### config.mk
export PLATFORM = sky130hd
export DESIGN_NAME = fss_status_regs
export DESIGN_NICKNAME = d
export VERILOG_FILES = /design/src/fss_pkg.sv /design/src/fss_status_regs.sv
export SDC_FILE = /design/constraint.sdc
export NUM_CORES = 1
export LEC_CHECK = 0
export ABC_AREA = 0
export BUFFER_PORTS_ARGS = -buffer_cell sky130_fd_sc_hd__clkbuf_2
export CAP_MARGIN = 5
export CORE_MARGIN = 5
export CORE_UTILIZATION = 40
export CTS_BUF_LIST = sky130_fd_sc_hd__clkbuf_4
export CTS_CLUSTER_DIAMETER = 100
export CTS_CLUSTER_SIZE = 30
export DETAILED_ROUTE_END_ITERATION = 12
export HOLD_SLACK_MARGIN = 0.06
export PLACE_DENSITY_LB_ADDON = 0.2
export SETUP_SLACK_MARGIN = 0.15
export SYNTH_ARGS = -nofsm -noshare
export SYNTH_HDL_FRONTEND = slang
export SYNTH_SLANG_ARGS = --single-unit
### constraint.sdc
create_clock -name sys_clk -period 2 [get_ports sys_clk]
set_clock_uncertainty 0.1 [all_clocks]
set_input_delay 0.2 -clock sys_clk [delete_from_list [all_inputs] [get_ports sys_clk]]
set_output_delay 0.2 -clock sys_clk [all_outputs]
set_load 0.1 [all_outputs]
### src/fss_pkg.sv
/*
 * Shared constants and types for the fan and sensor status register bank.
 * Assumes a 32-bit APB slave with byte addresses of four times the register index.
 */
`default_nettype none

package fss_pkg;

	// ************************************************************
	// register indices (byte address = index * 4)
	// ************************************************************
	localparam logic [5:0] IDX_SUMMARY   = 6'h00;
	localparam logic [5:0] IDX_SENSORS   = 6'h06;
	localparam logic [5:0] IDX_FAN_ONE   = 6'h10;
	localparam logic [5:0] IDX_FAN_TWO   = 6'h11;
	localparam logic [5:0] IDX_ACT_ONE   = 6'h18;
	localparam logic [5:0] IDX_ACT_TWO   = 6'h19;
	localparam logic [5:0] IDX_INT_STAT  = 6'h20;
	localparam logic [5:0] IDX_INT_MASK  = 6'h21;

	// ************************************************************
	// field positions
	// ************************************************************
	localparam int B_MISSING    = 0;
	localparam int B_MISSING_L  = 1;
	localparam int B_FAULT      = 2;
	localparam int B_FAULT_L    = 3;
	localparam int B_SLEEP      = 4;
	localparam int B_HP_PRIO    = 5;
	localparam int B_TACH_L     = 6;
	localparam int B_HOTPLUG_L  = 7;
	localparam int B_SUMMARY_HP = 6;
	localparam int B_ACT_SLEEP_ALARM = 4;
	localparam int B_LOCAL      = 0;
	localparam int B_REMOTE_ONE = 1;
	localparam int B_REMOTE_TWO = 2;

	// interrupt status layout: [1:0] removal, [3:2] insertion, [5:4] fault, [7:6] tach
	localparam int INT_RM  = 0;
	localparam int INT_IN  = 2;
	localparam int INT_FLT = 4;
	localparam int INT_TCH = 6;

	// ************************************************************
	// reset values and timing
	// ************************************************************
	localparam logic [7:0]  RST_BYTE    = 8'h00;
	localparam logic [31:0] RST_WORD    = 32'h0000_0000;
	localparam logic [1:0]  RST_PIN_HI  = 2'h3;
	localparam logic [1:0]  PRIME_LAST  = 2'h3;

	typedef enum logic [3:0] {
		FM_NORMAL  = 4'h1,
		FM_ALARM   = 4'h2,
		FM_HOTPLUG = 4'h4,
		FM_STOP    = 4'h8
	} fss_mode_t;

	typedef struct packed {
		logic [1:0] present_n;
		logic [1:0] fault_n;
		logic [1:0] remote_det;
	} fss_pins_t;

	typedef struct packed {
		logic [1:0] tach_fault;
		logic [1:0] overtemp;
	} fss_evt_t;

	typedef struct packed {
		fss_mode_t [1:0] mode;
		logic            summary_hp;
	} fss_ctl_t;

endpackage

`default_nettype wire

### src/fss_status_regs.sv
/*
 * Fan and sensor status register bank with APB slave, sticky interrupt status and fan mode select.
 * Assumes pins arrive asynchronously; tach fault and overtemp requests come from sys_clk logic.
 */
`timescale 1ns/10ps
`default_nettype none

module fss_status_regs (
	// clock and reset
	input  wire logic              sys_clk,
	input  wire logic              nrst,
	// apb slave
	input  wire logic              psel,
	input  wire logic              penable,
	input  wire logic              pwrite,
	input  wire logic [7:0]        paddr,
	input  wire logic [31:0]       pwdata,
	output logic                   pready,
	output logic      [31:0]       prdata,
	output logic                   pslverr,
	// fan pins and sensor detection
	input  wire fss_pkg::fss_pins_t pins,
	// same-clock events
	input  wire fss_pkg::fss_evt_t evt,
	// fan control and interrupt
	output var fss_pkg::fss_ctl_t  ctl,
	output logic                   irq
);

	// ************************************************************
	// state
	// ************************************************************
	typedef struct packed {
		logic [1:0]          s1_pres;
		logic [1:0]          s2_pres;
		logic [1:0]          s1_flt;
		logic [1:0]          s2_flt;
		logic [1:0]          s1_rs;
		logic [1:0]          s2_rs;
		logic [1:0]          prev_pres;
		logic [1:0]          prev_flt;
		logic [1:0]          prime_cnt;
		logic                primed;
		logic [1:0]          remote_det;
		logic [1:0]          miss_l;
		logic [1:0]          flt_l;
		logic [1:0]          tach_l;
		logic [1:0]          hot_l;
		logic [1:0]          sleep;
		logic [1:0]          hp_prio;
		logic [1:0]          act_sleep_alarm;
		logic [7:0]          int_stat;
		logic [7:0]          int_mask;
		logic [31:0]         rdata;
		fss_pkg::fss_mode_t [1:0] mode;
	} fss_state_t;

	fss_state_t st_r;
	fss_state_t st_nxt;

	function automatic logic [5:0] reg_index(input logic [7:0] a);
		reg_index = a[7:2];
	endfunction

	function automatic logic reg_mapped(input logic [7:0] a);
		logic [5:0] i;
		i = a[7:2];
		reg_mapped = (a[1:0] == 2'h0) &&
			(i == fss_pkg::IDX_SUMMARY || i == fss_pkg::IDX_SENSORS ||
			 i == fss_pkg::IDX_FAN_ONE || i == fss_pkg::IDX_FAN_TWO ||
			 i == fss_pkg::IDX_ACT_ONE || i == fss_pkg::IDX_ACT_TWO ||
			 i == fss_pkg::IDX_INT_STAT || i == fss_pkg::IDX_INT_MASK);
	endfunction

	logic       setup_rd;
	logic       acc_wr;
	logic       acc_rd;
	logic [5:0] idx;
	logic [7:0] sens_val;
	logic [7:0] fan_val [2];
	logic       summary;

	assign idx      = reg_index(paddr);
	assign setup_rd = psel && !penable && !pwrite && reg_mapped(paddr);
	assign acc_wr   = psel && penable && pwrite && reg_mapped(paddr);
	assign acc_rd   = psel && penable && !pwrite && reg_mapped(paddr);
	assign pready   = 1'b1;
	assign pslverr  = psel && penable && !reg_mapped(paddr);
	assign prdata   = st_r.rdata;
	assign irq      = |(st_r.int_stat & st_r.int_mask);
	assign ctl.mode = st_r.mode;
	assign ctl.summary_hp = summary;

	// ************************************************************
	// read views
	// ************************************************************
	always_comb begin
		sens_val = fss_pkg::RST_BYTE;
		sens_val[fss_pkg::B_LOCAL]      = 1'b1;
		sens_val[fss_pkg::B_REMOTE_ONE] = st_r.remote_det[0];
		sens_val[fss_pkg::B_REMOTE_TWO] = st_r.remote_det[1];
		for (int i = 0; i < 2; i++) begin
			fan_val[i] = fss_pkg::RST_BYTE;
			fan_val[i][fss_pkg::B_MISSING]   = st_r.s2_pres[i];
			fan_val[i][fss_pkg::B_MISSING_L] = st_r.miss_l[i];
			fan_val[i][fss_pkg::B_FAULT]     = !st_r.s2_flt[i];
			fan_val[i][fss_pkg::B_FAULT_L]   = st_r.flt_l[i];
			fan_val[i][fss_pkg::B_SLEEP]     = st_r.sleep[i];
			fan_val[i][fss_pkg::B_HP_PRIO]   = st_r.hp_prio[i];
			fan_val[i][fss_pkg::B_TACH_L]    = st_r.tach_l[i];
			fan_val[i][fss_pkg::B_HOTPLUG_L] = st_r.hot_l[i];
		end
		summary = |(st_r.miss_l | st_r.flt_l | st_r.tach_l | st_r.hot_l);
	end

	// ************************************************************
	// next state
	// ************************************************************
	always_comb begin
		logic [7:0] wsel;
		logic [7:0] evset;
		logic       wfan;
		logic       ot_alarm;
		logic       hp_cond;
		logic       fan_in;
		logic       fan_out;
		logic       flt_edge;
		st_nxt = st_r;
		wsel   = fss_pkg::RST_BYTE;
		evset  = fss_pkg::RST_BYTE;
		wfan   = 1'b0;
		ot_alarm = 1'b0;
		hp_cond  = 1'b0;
		fan_in   = 1'b0;
		fan_out  = 1'b0;
		flt_edge = 1'b0;

		// pin synchronisers
		st_nxt.s1_pres = pins.present_n;
		st_nxt.s2_pres = st_r.s1_pres;
		st_nxt.s1_flt  = pins.fault_n;
		st_nxt.s2_flt  = st_r.s1_flt;
		st_nxt.s1_rs   = pins.remote_det;
		st_nxt.s2_rs   = st_r.s1_rs;
		st_nxt.prev_pres = st_r.s2_pres;
		st_nxt.prev_flt  = st_r.s2_flt;

		// power-up capture once the chains hold real pin levels
		if (!st_r.primed) begin
			st_nxt.prime_cnt = st_r.prime_cnt + 2'h1;
			if (st_r.prime_cnt == fss_pkg::PRIME_LAST) begin
				st_nxt.primed     = 1'b1;
				st_nxt.remote_det = st_r.s2_rs;
			end
		end

		for (int i = 0; i < 2; i++) begin
			wfan = acc_wr && (idx == fss_pkg::IDX_FAN_ONE + 6'(i));
			fan_out  = st_r.primed && st_r.s2_pres[i] && !st_r.prev_pres[i];
			fan_in   = st_r.primed && !st_r.s2_pres[i] && st_r.prev_pres[i];
			flt_edge = st_r.primed && !st_r.s2_flt[i] && st_r.prev_flt[i] && !st_r.sleep[i];

			// latched bits: zero write clears, one write keeps, event wins
			if (wfan) begin
				if (!pwdata[fss_pkg::B_MISSING_L]) st_nxt.miss_l[i] = 1'b0;
				if (!pwdata[fss_pkg::B_FAULT_L])   st_nxt.flt_l[i]  = 1'b0;
				if (!pwdata[fss_pkg::B_TACH_L])    st_nxt.tach_l[i] = 1'b0;
				if (!pwdata[fss_pkg::B_HOTPLUG_L]) st_nxt.hot_l[i]  = 1'b0;
				st_nxt.sleep[i]   = pwdata[fss_pkg::B_SLEEP];
				st_nxt.hp_prio[i] = pwdata[fss_pkg::B_HP_PRIO];
			end
			if (acc_wr && idx == fss_pkg::IDX_ACT_ONE + 6'(i))
				st_nxt.act_sleep_alarm[i] = pwdata[fss_pkg::B_ACT_SLEEP_ALARM];
			if (fan_out)
				st_nxt.miss_l[i] = 1'b1;
			if (fan_in)
				st_nxt.hot_l[i] = 1'b1;
			if (flt_edge)
				st_nxt.flt_l[i] = 1'b1;
			if (evt.tach_fault[i] && !st_r.sleep[i] && st_r.primed)
				st_nxt.tach_l[i] = 1'b1;
			if (st_r.s2_pres[i]) begin
				st_nxt.flt_l[i]  = 1'b0;
				st_nxt.tach_l[i] = 1'b0;
			end
			evset[fss_pkg::INT_RM + i]  = fan_out;
			evset[fss_pkg::INT_IN + i]  = fan_in;
			evset[fss_pkg::INT_FLT + i] = flt_edge;
			evset[fss_pkg::INT_TCH + i] = evt.tach_fault[i] && !st_r.sleep[i] &&
				st_r.primed && !st_r.s2_pres[i] && !st_r.tach_l[i];

			// speed selection; the other fan's trouble asks for hot-plug speed
			ot_alarm = evt.overtemp[i];
			hp_cond  = st_r.miss_l[1-i] || st_r.flt_l[1-i] || st_r.tach_l[1-i];
			if (st_r.sleep[i]) begin
				if (ot_alarm && st_r.act_sleep_alarm[i])
					st_nxt.mode[i] = fss_pkg::FM_ALARM;
				else
					st_nxt.mode[i] = fss_pkg::FM_STOP;
			end else if (ot_alarm && hp_cond) begin
				st_nxt.mode[i] = st_r.hp_prio[i] ? fss_pkg::FM_HOTPLUG
				                                 : fss_pkg::FM_ALARM;
			end else if (ot_alarm) begin
				st_nxt.mode[i] = fss_pkg::FM_ALARM;
			end else if (hp_cond) begin
				st_nxt.mode[i] = fss_pkg::FM_HOTPLUG;
			end else begin
				st_nxt.mode[i] = fss_pkg::FM_NORMAL;
			end
		end

		// interrupt status: read clears, new event wins
		if (acc_wr && idx == fss_pkg::IDX_INT_MASK)
			st_nxt.int_mask = pwdata[7:0];
		if (acc_rd && idx == fss_pkg::IDX_INT_STAT)
			wsel = st_r.int_stat;
		st_nxt.int_stat = (st_r.int_stat & ~wsel) | evset;

		// read data is prepared in the setup cycle
		if (setup_rd) begin
			st_nxt.rdata = fss_pkg::RST_WORD;
			unique case (idx)
				fss_pkg::IDX_SUMMARY:  st_nxt.rdata[fss_pkg::B_SUMMARY_HP] = summary;
				fss_pkg::IDX_SENSORS:  st_nxt.rdata[7:0] = sens_val;
				fss_pkg::IDX_FAN_ONE:  st_nxt.rdata[7:0] = fan_val[0];
				fss_pkg::IDX_FAN_TWO:  st_nxt.rdata[7:0] = fan_val[1];
				fss_pkg::IDX_ACT_ONE:
					st_nxt.rdata[fss_pkg::B_ACT_SLEEP_ALARM] = st_r.act_sleep_alarm[0];
				fss_pkg::IDX_ACT_TWO:
					st_nxt.rdata[fss_pkg::B_ACT_SLEEP_ALARM] = st_r.act_sleep_alarm[1];
				fss_pkg::IDX_INT_STAT: st_nxt.rdata[7:0] = st_r.int_stat;
				fss_pkg::IDX_INT_MASK: st_nxt.rdata[7:0] = st_r.int_mask;
				default:               st_nxt.rdata = fss_pkg::RST_WORD;
			endcase
		end
	end

	// ************************************************************
	// registers
	// ************************************************************
	always_ff @(posedge sys_clk or negedge nrst) begin
		if (!nrst) begin
			st_r <= '0;
			st_r.s1_pres   <= fss_pkg::RST_PIN_HI;
			st_r.s2_pres   <= fss_pkg::RST_PIN_HI;
			st_r.prev_pres <= fss_pkg::RST_PIN_HI;
			st_r.s1_flt    <= fss_pkg::RST_PIN_HI;
			st_r.s2_flt    <= fss_pkg::RST_PIN_HI;
			st_r.prev_flt  <= fss_pkg::RST_PIN_HI;
			st_r.mode[0]   <= fss_pkg::FM_NORMAL;
			st_r.mode[1]   <= fss_pkg::FM_NORMAL;
		end else begin
			st_r <= st_nxt;
		end
	end
endmodule

`default_nettype wire

==> results of run 1 <==
==> cell type report <==
cell class / instances / area (sq um) / share of cell area
flip-flops and latches: 67 / 1700 / 0.428
multi-input cells: 186 / 1360 / 0.344
repair buffers: 81 / 598 / 0.151
well taps: 105 / 131 / 0.0331
clock inverters: 7 / 92.6 / 0.0234
clock buffers: 9 / 67.6 / 0.0170
inverters: 4 / 15.0 / 0.00379
==> report_power, final <==
group	switching, mW	internal, mW	total (mW)
combinational	0.387	0.114	0.501
sequential	0.0287	1.40	1.43
clock	0.500	0.503	1.00
==> cells in the final DEF (no fill, tap or decap), types with 4 or more instances in the layout <==
cell           synthesis  layout
dfrtp_1               53      51
clkbuf_2               0      45
nand2_1               25      25
conb_1                 2      25
dlygate4sd3_1          0      20
o21ai_0               18      18
mux2_4                16      16
dfstp_2               14      14
a22oi_1               14      11
buf_4                 42      11
nor2b_1                9       9
clkbuf_4               0       9
nor3_1                 8       6
nor2_1                 6       6
a21oi_1                7       6
mux2_2                 5       5
mux2i_1                5       5
inv_1                  4       4
nand3b_1               4       4
==> worst max-delay path: stages <==
cell           delay [ns]
clkbuf_2             0.11
or4_4                0.61
nor2_8               0.20
nand2_4              0.11
o21ai_0              0.17
nand2_1              0.07
dlygate4sd3_1        0.55
==> worst max-delay path by stage <==
stage,slack [ns],endpoint,startpoint,depth (start not counted)
floorplan,0.19,prdata[4],paddr[2],7
finish,0.16,fan_val[14],paddr[3],7
global route,0.09,irq,st_r[51],3
CTS,0.15,ctl[0],fan_val[1],3
detailed placement,0.09,prdata[5],paddr[2],6
global placement,0.11,prdata[6],paddr[2],6
==> timing repair <==
action | 4_1_cts | 5_1_grt
gates resized for setup | 8 | 9
setup buffers | 0 | 6
pin swaps | 0 | 5
hold endpoints to repair | 105 | 0
hold buffers | 20 | 0
setup endpoints to repair | 2 | 3
==> stage by stage <==
step | area [sq um] | std cells | setup slack (ns) | utilization | hold slack (ns)
2_1_floorplan | 3370 | 302 | 0.193 | - | -0.196
3_3_place_gp | 3480 | 417 | 0.106 | 0.430 | 0.147
3_5_place_dp | 3480 | 417 | 0.0859 | 0.430 | 0.149
4_1_cts | 3880 | 453 | 0.149 | 0.480 | 0.0734
5_1_grt | 3970 | 459 | 0.0886 | 0.490 | 0.106
6_report | 3970 | 459 | 0.164 | 0.490 | 0.105
==> layer usage <==
metal | share of wire | up-vias
met5 | 0 | -
met4 | 0.0095 | 0
met3 | 0.059 | 6
met2 | 0.50 | 66
met1 | 0.43 | 1109
li1 | - | 1061
==> cell families after synthesis <==
logic type,synth area share
simple gates,0.152
flops,0.518
compound gates,0.107
buf+inv,0.107
mux,0.106
other cells,0.00230
fa+ha+maj,0.00383
xor+xnor,0.00268
==> registers in the layout (all words and copies together), names as in the netlist <==
register and count:
st_r 27, fan_val 14, ctl 8, prdata 8, st_nxt 8, sens_val 2
==> impl_metrics.yaml, run 1 <==
run:
  drv_cap: 0
synth:
  async_flop_share: 1.00
  synth_top_cell_by_area: "dfrtp_1"
  synth.area.top_cells: "dfrtp_1 (41%), dfstp_2 (11%), buf_4 (9.6%)"
  ys_ff_latch: 67
  synth_common_cells: "dfrtp_1 (53), buf_4 (42), nand2_1 (25), o21ai_0 (18), mux2_4 (16)"
  synth_top_area_share: 0.406
  synth.yosys.seq_area_share: 0.518
  yosysMostFrequentCell: "dfrtp_1"
  synth-edff-count: 0
  synthFlopType: "dfrtp_1"
  synth.cell_area_sq_mm: 0.00327
  synth.distinct_cells: 47
  syn_area_per_cell_sq_um: 11.7
  synth_warnings: 0
  synthCells: 279
clock_network:
  cts_buffers: 9
  cts_max_level: 3
  clock_path_buffers: 2
  clock_latency_ns: 0.41
  cts.root.buffer_cell: "clkbuf_4"
  path_clk_slew_ns: 0.12
  cts_sinks: 67
  cts_tree: "done"
global_route:
  grtUsageTotal: 0.155
  grt_antenna_before_repair: 0
  grt_start_max_net_pins: 68
  met1_usage: 0.202
  grt_use_met3: 0.0521
  met2_usage: 0.249
  gr-max-usage-layer: "met2"
  overflow: 0
  grt_pass1_wl_microns: 11800
  first_global_vias: 2212
worst_setup_path:
  start_kind: "input pin"
  critical_path_required_ns: 2.20
  crit_fanout: 6
  crit_type: "in -> reg"
  r2r_slack_ns: 0.31
  crit_path_end_kind: "register"
  reg2reg_from: "st_r[72]"
  ff2ff_path_depth: 4
  r2r_end: "fan_val[14]"
  worstPathArrival_ns: 2.04
place:
  dp_hpwl_microns: 5310
  io_buffers: 49
  place_congestion: 0.843
sta:
  tightestPinTransition_ns: 0.567
  fmax_mhz: 545
  setup-violations-final: 0
  fin_crit_sh: 0.918
  min_period_ns: 1.84
  slew_headroom: 0.618
  rsz0062_at_grt: "yes"
  hold_viol_final: 0
  slew_viol_final: 0
  setup_tns_ns: 0
worst_hold_path:
  hold_start: "paddr[3]"
  min_path_type: "in -> reg"
  hold_path_depth: 4
  holdPathEnd: "prdata[0]"
die:
  die_w_microns: 100
  row_count: 33
  start_util: 0.404
  die_area_sq_mm: 0.0101
  core_sq_mm: 0.00809
  die_h_microns: 100
  io_pins: 99
pwr:
  power_density_mw_per_mm2: 740
  power.total_mw: 2.93
  peakVddDrop_uv: 714
  p_leak_nw: 1.94
drt:
  firstDrtPassIters: 4
  wl_per_cell_microns: 16.1
  routed-via-count: 2242
  detail_route.iter0.violations: 74
  routed_via_density: 4.88
  final_antenna_net_count: 0
  post-route-drc-count: 0
  finalWirelength_microns: 7380
cells_and_area:
  fin_nets: 405
  synthToLayoutAreaGrowth_pct: 21.3
  antennaDiodeCount: 0
  drive_gt1_frac: 0.376
  n_fill_cell: 758
outcome:
  status: "finished, final reports clean"
Power figures use the tool's default switching activity.
==> inputs of run 2 (changes only) <==
--- a/config.mk
+++ b/config.mk
@@ -5,7 +5,7 @@
 export SDC_FILE = /design/constraint.sdc
 export NUM_CORES = 1
 export LEC_CHECK = 0
-export ABC_AREA = 0
+export ABC_AREA = 1
 export BUFFER_PORTS_ARGS = -buffer_cell sky130_fd_sc_hd__clkbuf_2
 export CAP_MARGIN = 5
 export CORE_MARGIN = 5
@@ -17,6 +17,7 @@
 export HOLD_SLACK_MARGIN = 0.06
 export PLACE_DENSITY_LB_ADDON = 0.2
 export SETUP_SLACK_MARGIN = 0.15
+export SKIP_CTS_REPAIR_TIMING = 1
 export SYNTH_ARGS = -nofsm -noshare
 export SYNTH_HDL_FRONTEND = slang
 export SYNTH_SLANG_ARGS = --single-unit
==> run 2 against run 1 <==
Effect of this change: synthesized cell count up 28%; power fell by 6.0%; cell count rose by 18%; synthesized area is 2.6% lower; critical path depth decreased by 2; non-clock buffer count rose by 6; largest power group unchanged; critical endpoint is now irq; via count rose by 11%; final area fell by 2.5%; largest cell class unchanged; global-route usage down 0.68 points.
==> impl_metrics.yaml, run 2 <==
outcome:
  status: "finished, final reports clean"
die:
  core_sq_mm: 0.00773
  die_area_sq_mm: 0.00985
  start_util: 0.412
  die_h_microns: 99.2
  row_count: 32
  io_pins: 99
  die_w_microns: 99.2
cells_and_area:
  finish.instance_area_sq_mm: 0.00387
  multi_input_area_sq_mm: 0.00114
  n_fill_cell: 759
  drive_gt1_frac: 0.258
  antennaDiodeCount: 0
  seq_area_sq_mm: 0.00170
  largest_register_ff_count: 27
  fin_nets: 489
  synthToLayoutAreaGrowth_pct: 21.4
  most-common-layout-cells: "nand2_1 (88), dfrtp_1 (52), clkbuf_2 (46)"
  final_common_cell: "nand2_1"
  max_flop_register: "st_r"
sta:
  setup_slack_ns: 0.0957
  setup_tns_ns: 0
  slew_headroom: 0.636
  setup-violations-final: 0
  hold_viol_final: 0
  tightestPinTransition_ns: 0.548
  fmax_mhz: 525
  fin_crit_sh: 0.952
  min_period_ns: 1.90
  hold_ws_ns: 0.146
  slew_viol_final: 0
  rsz0062_at_grt: "yes"
clock_network:
  path_clk_slew_ns: 0.11
  cts_max_level: 3
  cts_tree: "done"
  clock_latency_ns: 0.40
  clock_path_buffers: 2
  cts.root.buffer_cell: "clkbuf_4"
  cts_buffers: 9
  cts_sinks: 67
place:
  dpl-instance-area_sq_mm: 0.00344
  dp_hpwl_microns: 5500
  place_ws_ns: 0.198
  io_buffers: 49
  place_congestion: 0.919
synth:
  synth-edff-count: 0
  synthFlopType: "dfrtp_1"
  synth.cell_area_sq_mm: 0.00318
  synth_top_cell_by_area: "dfrtp_1"
  syn_area_per_cell_sq_um: 8.92
  synthCells: 357
  yosysMostFrequentCell: "nand2_1"
  ys_ff_latch: 67
  synth_top_area_share: 0.417
  synth.area.top_cells: "dfrtp_1 (42%), dfstp_2 (12%), nand2_1 (10%)"
  synth.yosys.seq_area_share: 0.532
  synth_common_cells: "nand2_1 (88), dfrtp_1 (53), buf_4 (42), inv_1 (34), o21ai_0 (25)"
  synth.distinct_cells: 33
  synth_warnings: 0
  async_flop_share: 1.00
worst_hold_path:
  min_path_type: "in -> reg"
  hold_path_depth: 5
  hold_start: "pwrite"
  holdPathEnd: "st_r[47]"
drt:
  detail_route.iter0.violations: 139
  firstDrtPassIters: 6
  routed_via_density: 4.62
  post-route-drc-count: 0
  wl_per_cell_microns: 13.5
  routed-via-count: 2497
  finalWirelength_microns: 7310
  final_antenna_net_count: 0
pwr:
  sw_frac_of_total: 0.308
  p_int_mw: 1.91
  power_frac_comb: 0.163
  clkPwrFrac: 0.322
  p_leak_nw: 2.01
  p_switching_uw: 851
  seqPwrFrac: 0.515
  power_density_mw_per_mm2: 713
  peakVddDrop_uv: 411
  power.total_mw: 2.76
global_route:
  grt_pass1_wl_microns: 11500
  grtUsageTotal: 0.148
  grt_antenna_before_repair: 0
  overflow: 0
  first_global_vias: 2334
  grt_start_max_net_pins: 63
worst_setup_path:
  reg2reg_from: "st_r[72]"
  critical_path_required_ns: 1.70
  start_kind: "register"
  r2r_slack_ns: 0.47
  crit_path_end_kind: "output port"
  r2r_end: "fan_val[11]"
  worstPathArrival_ns: 1.60
  crit_type: "reg -> out"
  ff2ff_path_depth: 7
  crit_fanout: 3
run:
  drv_cap: 0
==> run 2: changes by cell type after synthesis, sizes merged, moves of 11 or more <==
| cell | delta |
|---|---|
| nand2 | +63 |
| inv | +30 |
| mux2 | -20 |
| nand3 | +18 |
| nor2 | +15 |
| o21ai | +11 |
==> run 2: layout make-up <==
class / count / area share
sequential: 67 / 0.439
timing repair buffer: 87 / 0.163
multi-input combinational: 234 / 0.296
clock inverter: 4 / 0.0133
tap: 102 / 0.0330
inverter: 34 / 0.0330
clock buffer: 12 / 0.0233
==> run 2: logic make-up after synthesis <==
kind of cell,Yosys count,synth area share
xor+xnor,1,0.00275
other cells,2,0.00236
compound gates,52,0.0982
flops,67,0.532
buf+inv,79,0.145
mux,1,0.00354
simple gates,154,0.212
fa+ha+maj,1,0.00393
==> run 2: worst max path at each step <==
| stage | start | endpoint | slack, ns |
|---|---|---|---|
| after floorplan | st_r[52] | irq | -0.14 |
| final | st_r[50] | irq | 0.1 |
| after detailed placement | paddr[7] | st_r[44] | 0.20 |
| after global routing | st_r[50] | irq | -0.01 |
| after CTS | st_r[50] | irq | -0.21 |
| after global placement | paddr[6] | st_r[44] | 0.19 |
==> run 2: through the flow <==
step / std cells / utilization
final: 540 / 0.500
after global routing: 540 / 0.500
after CTS: 514 / 0.464
after detailed placement: 498 / 0.446
after global placement: 498 / 0.446
after floorplan: 380 / -
==> run 2: power groups by stage <==
stage | Sequential (mW) | Clock, mW | Combinational, mW
floorplan | 1.43 | 0 | 0.365
global placement | 1.44 | 0 | 0.414
detailed placement | 1.44 | 0 | 0.417
CTS | 1.42 | 0.927 | 0.417
global route | 1.42 | 0.988 | 0.477
finish | 1.42 | 0.888 | 0.449
==> run 2: routing by layer <==
metal  global-route usage  routed length [microns]  up-vias
li1                     -                        -     1253
met1                0.199                     3320     1156
met2                0.228                     3460       78
met3               0.0470                      459       10
met4               0.0494                       63        0
met5                    0                        0        -
==> run 2: worst max-delay path, stage by stage (launching register included) <==
cell      delay (ns)
dfrtp_1         0.42
nand2_1         0.07
nand2_1         0.06
a221oi_2        0.22
o211ai_1        0.21
buf_6           0.23
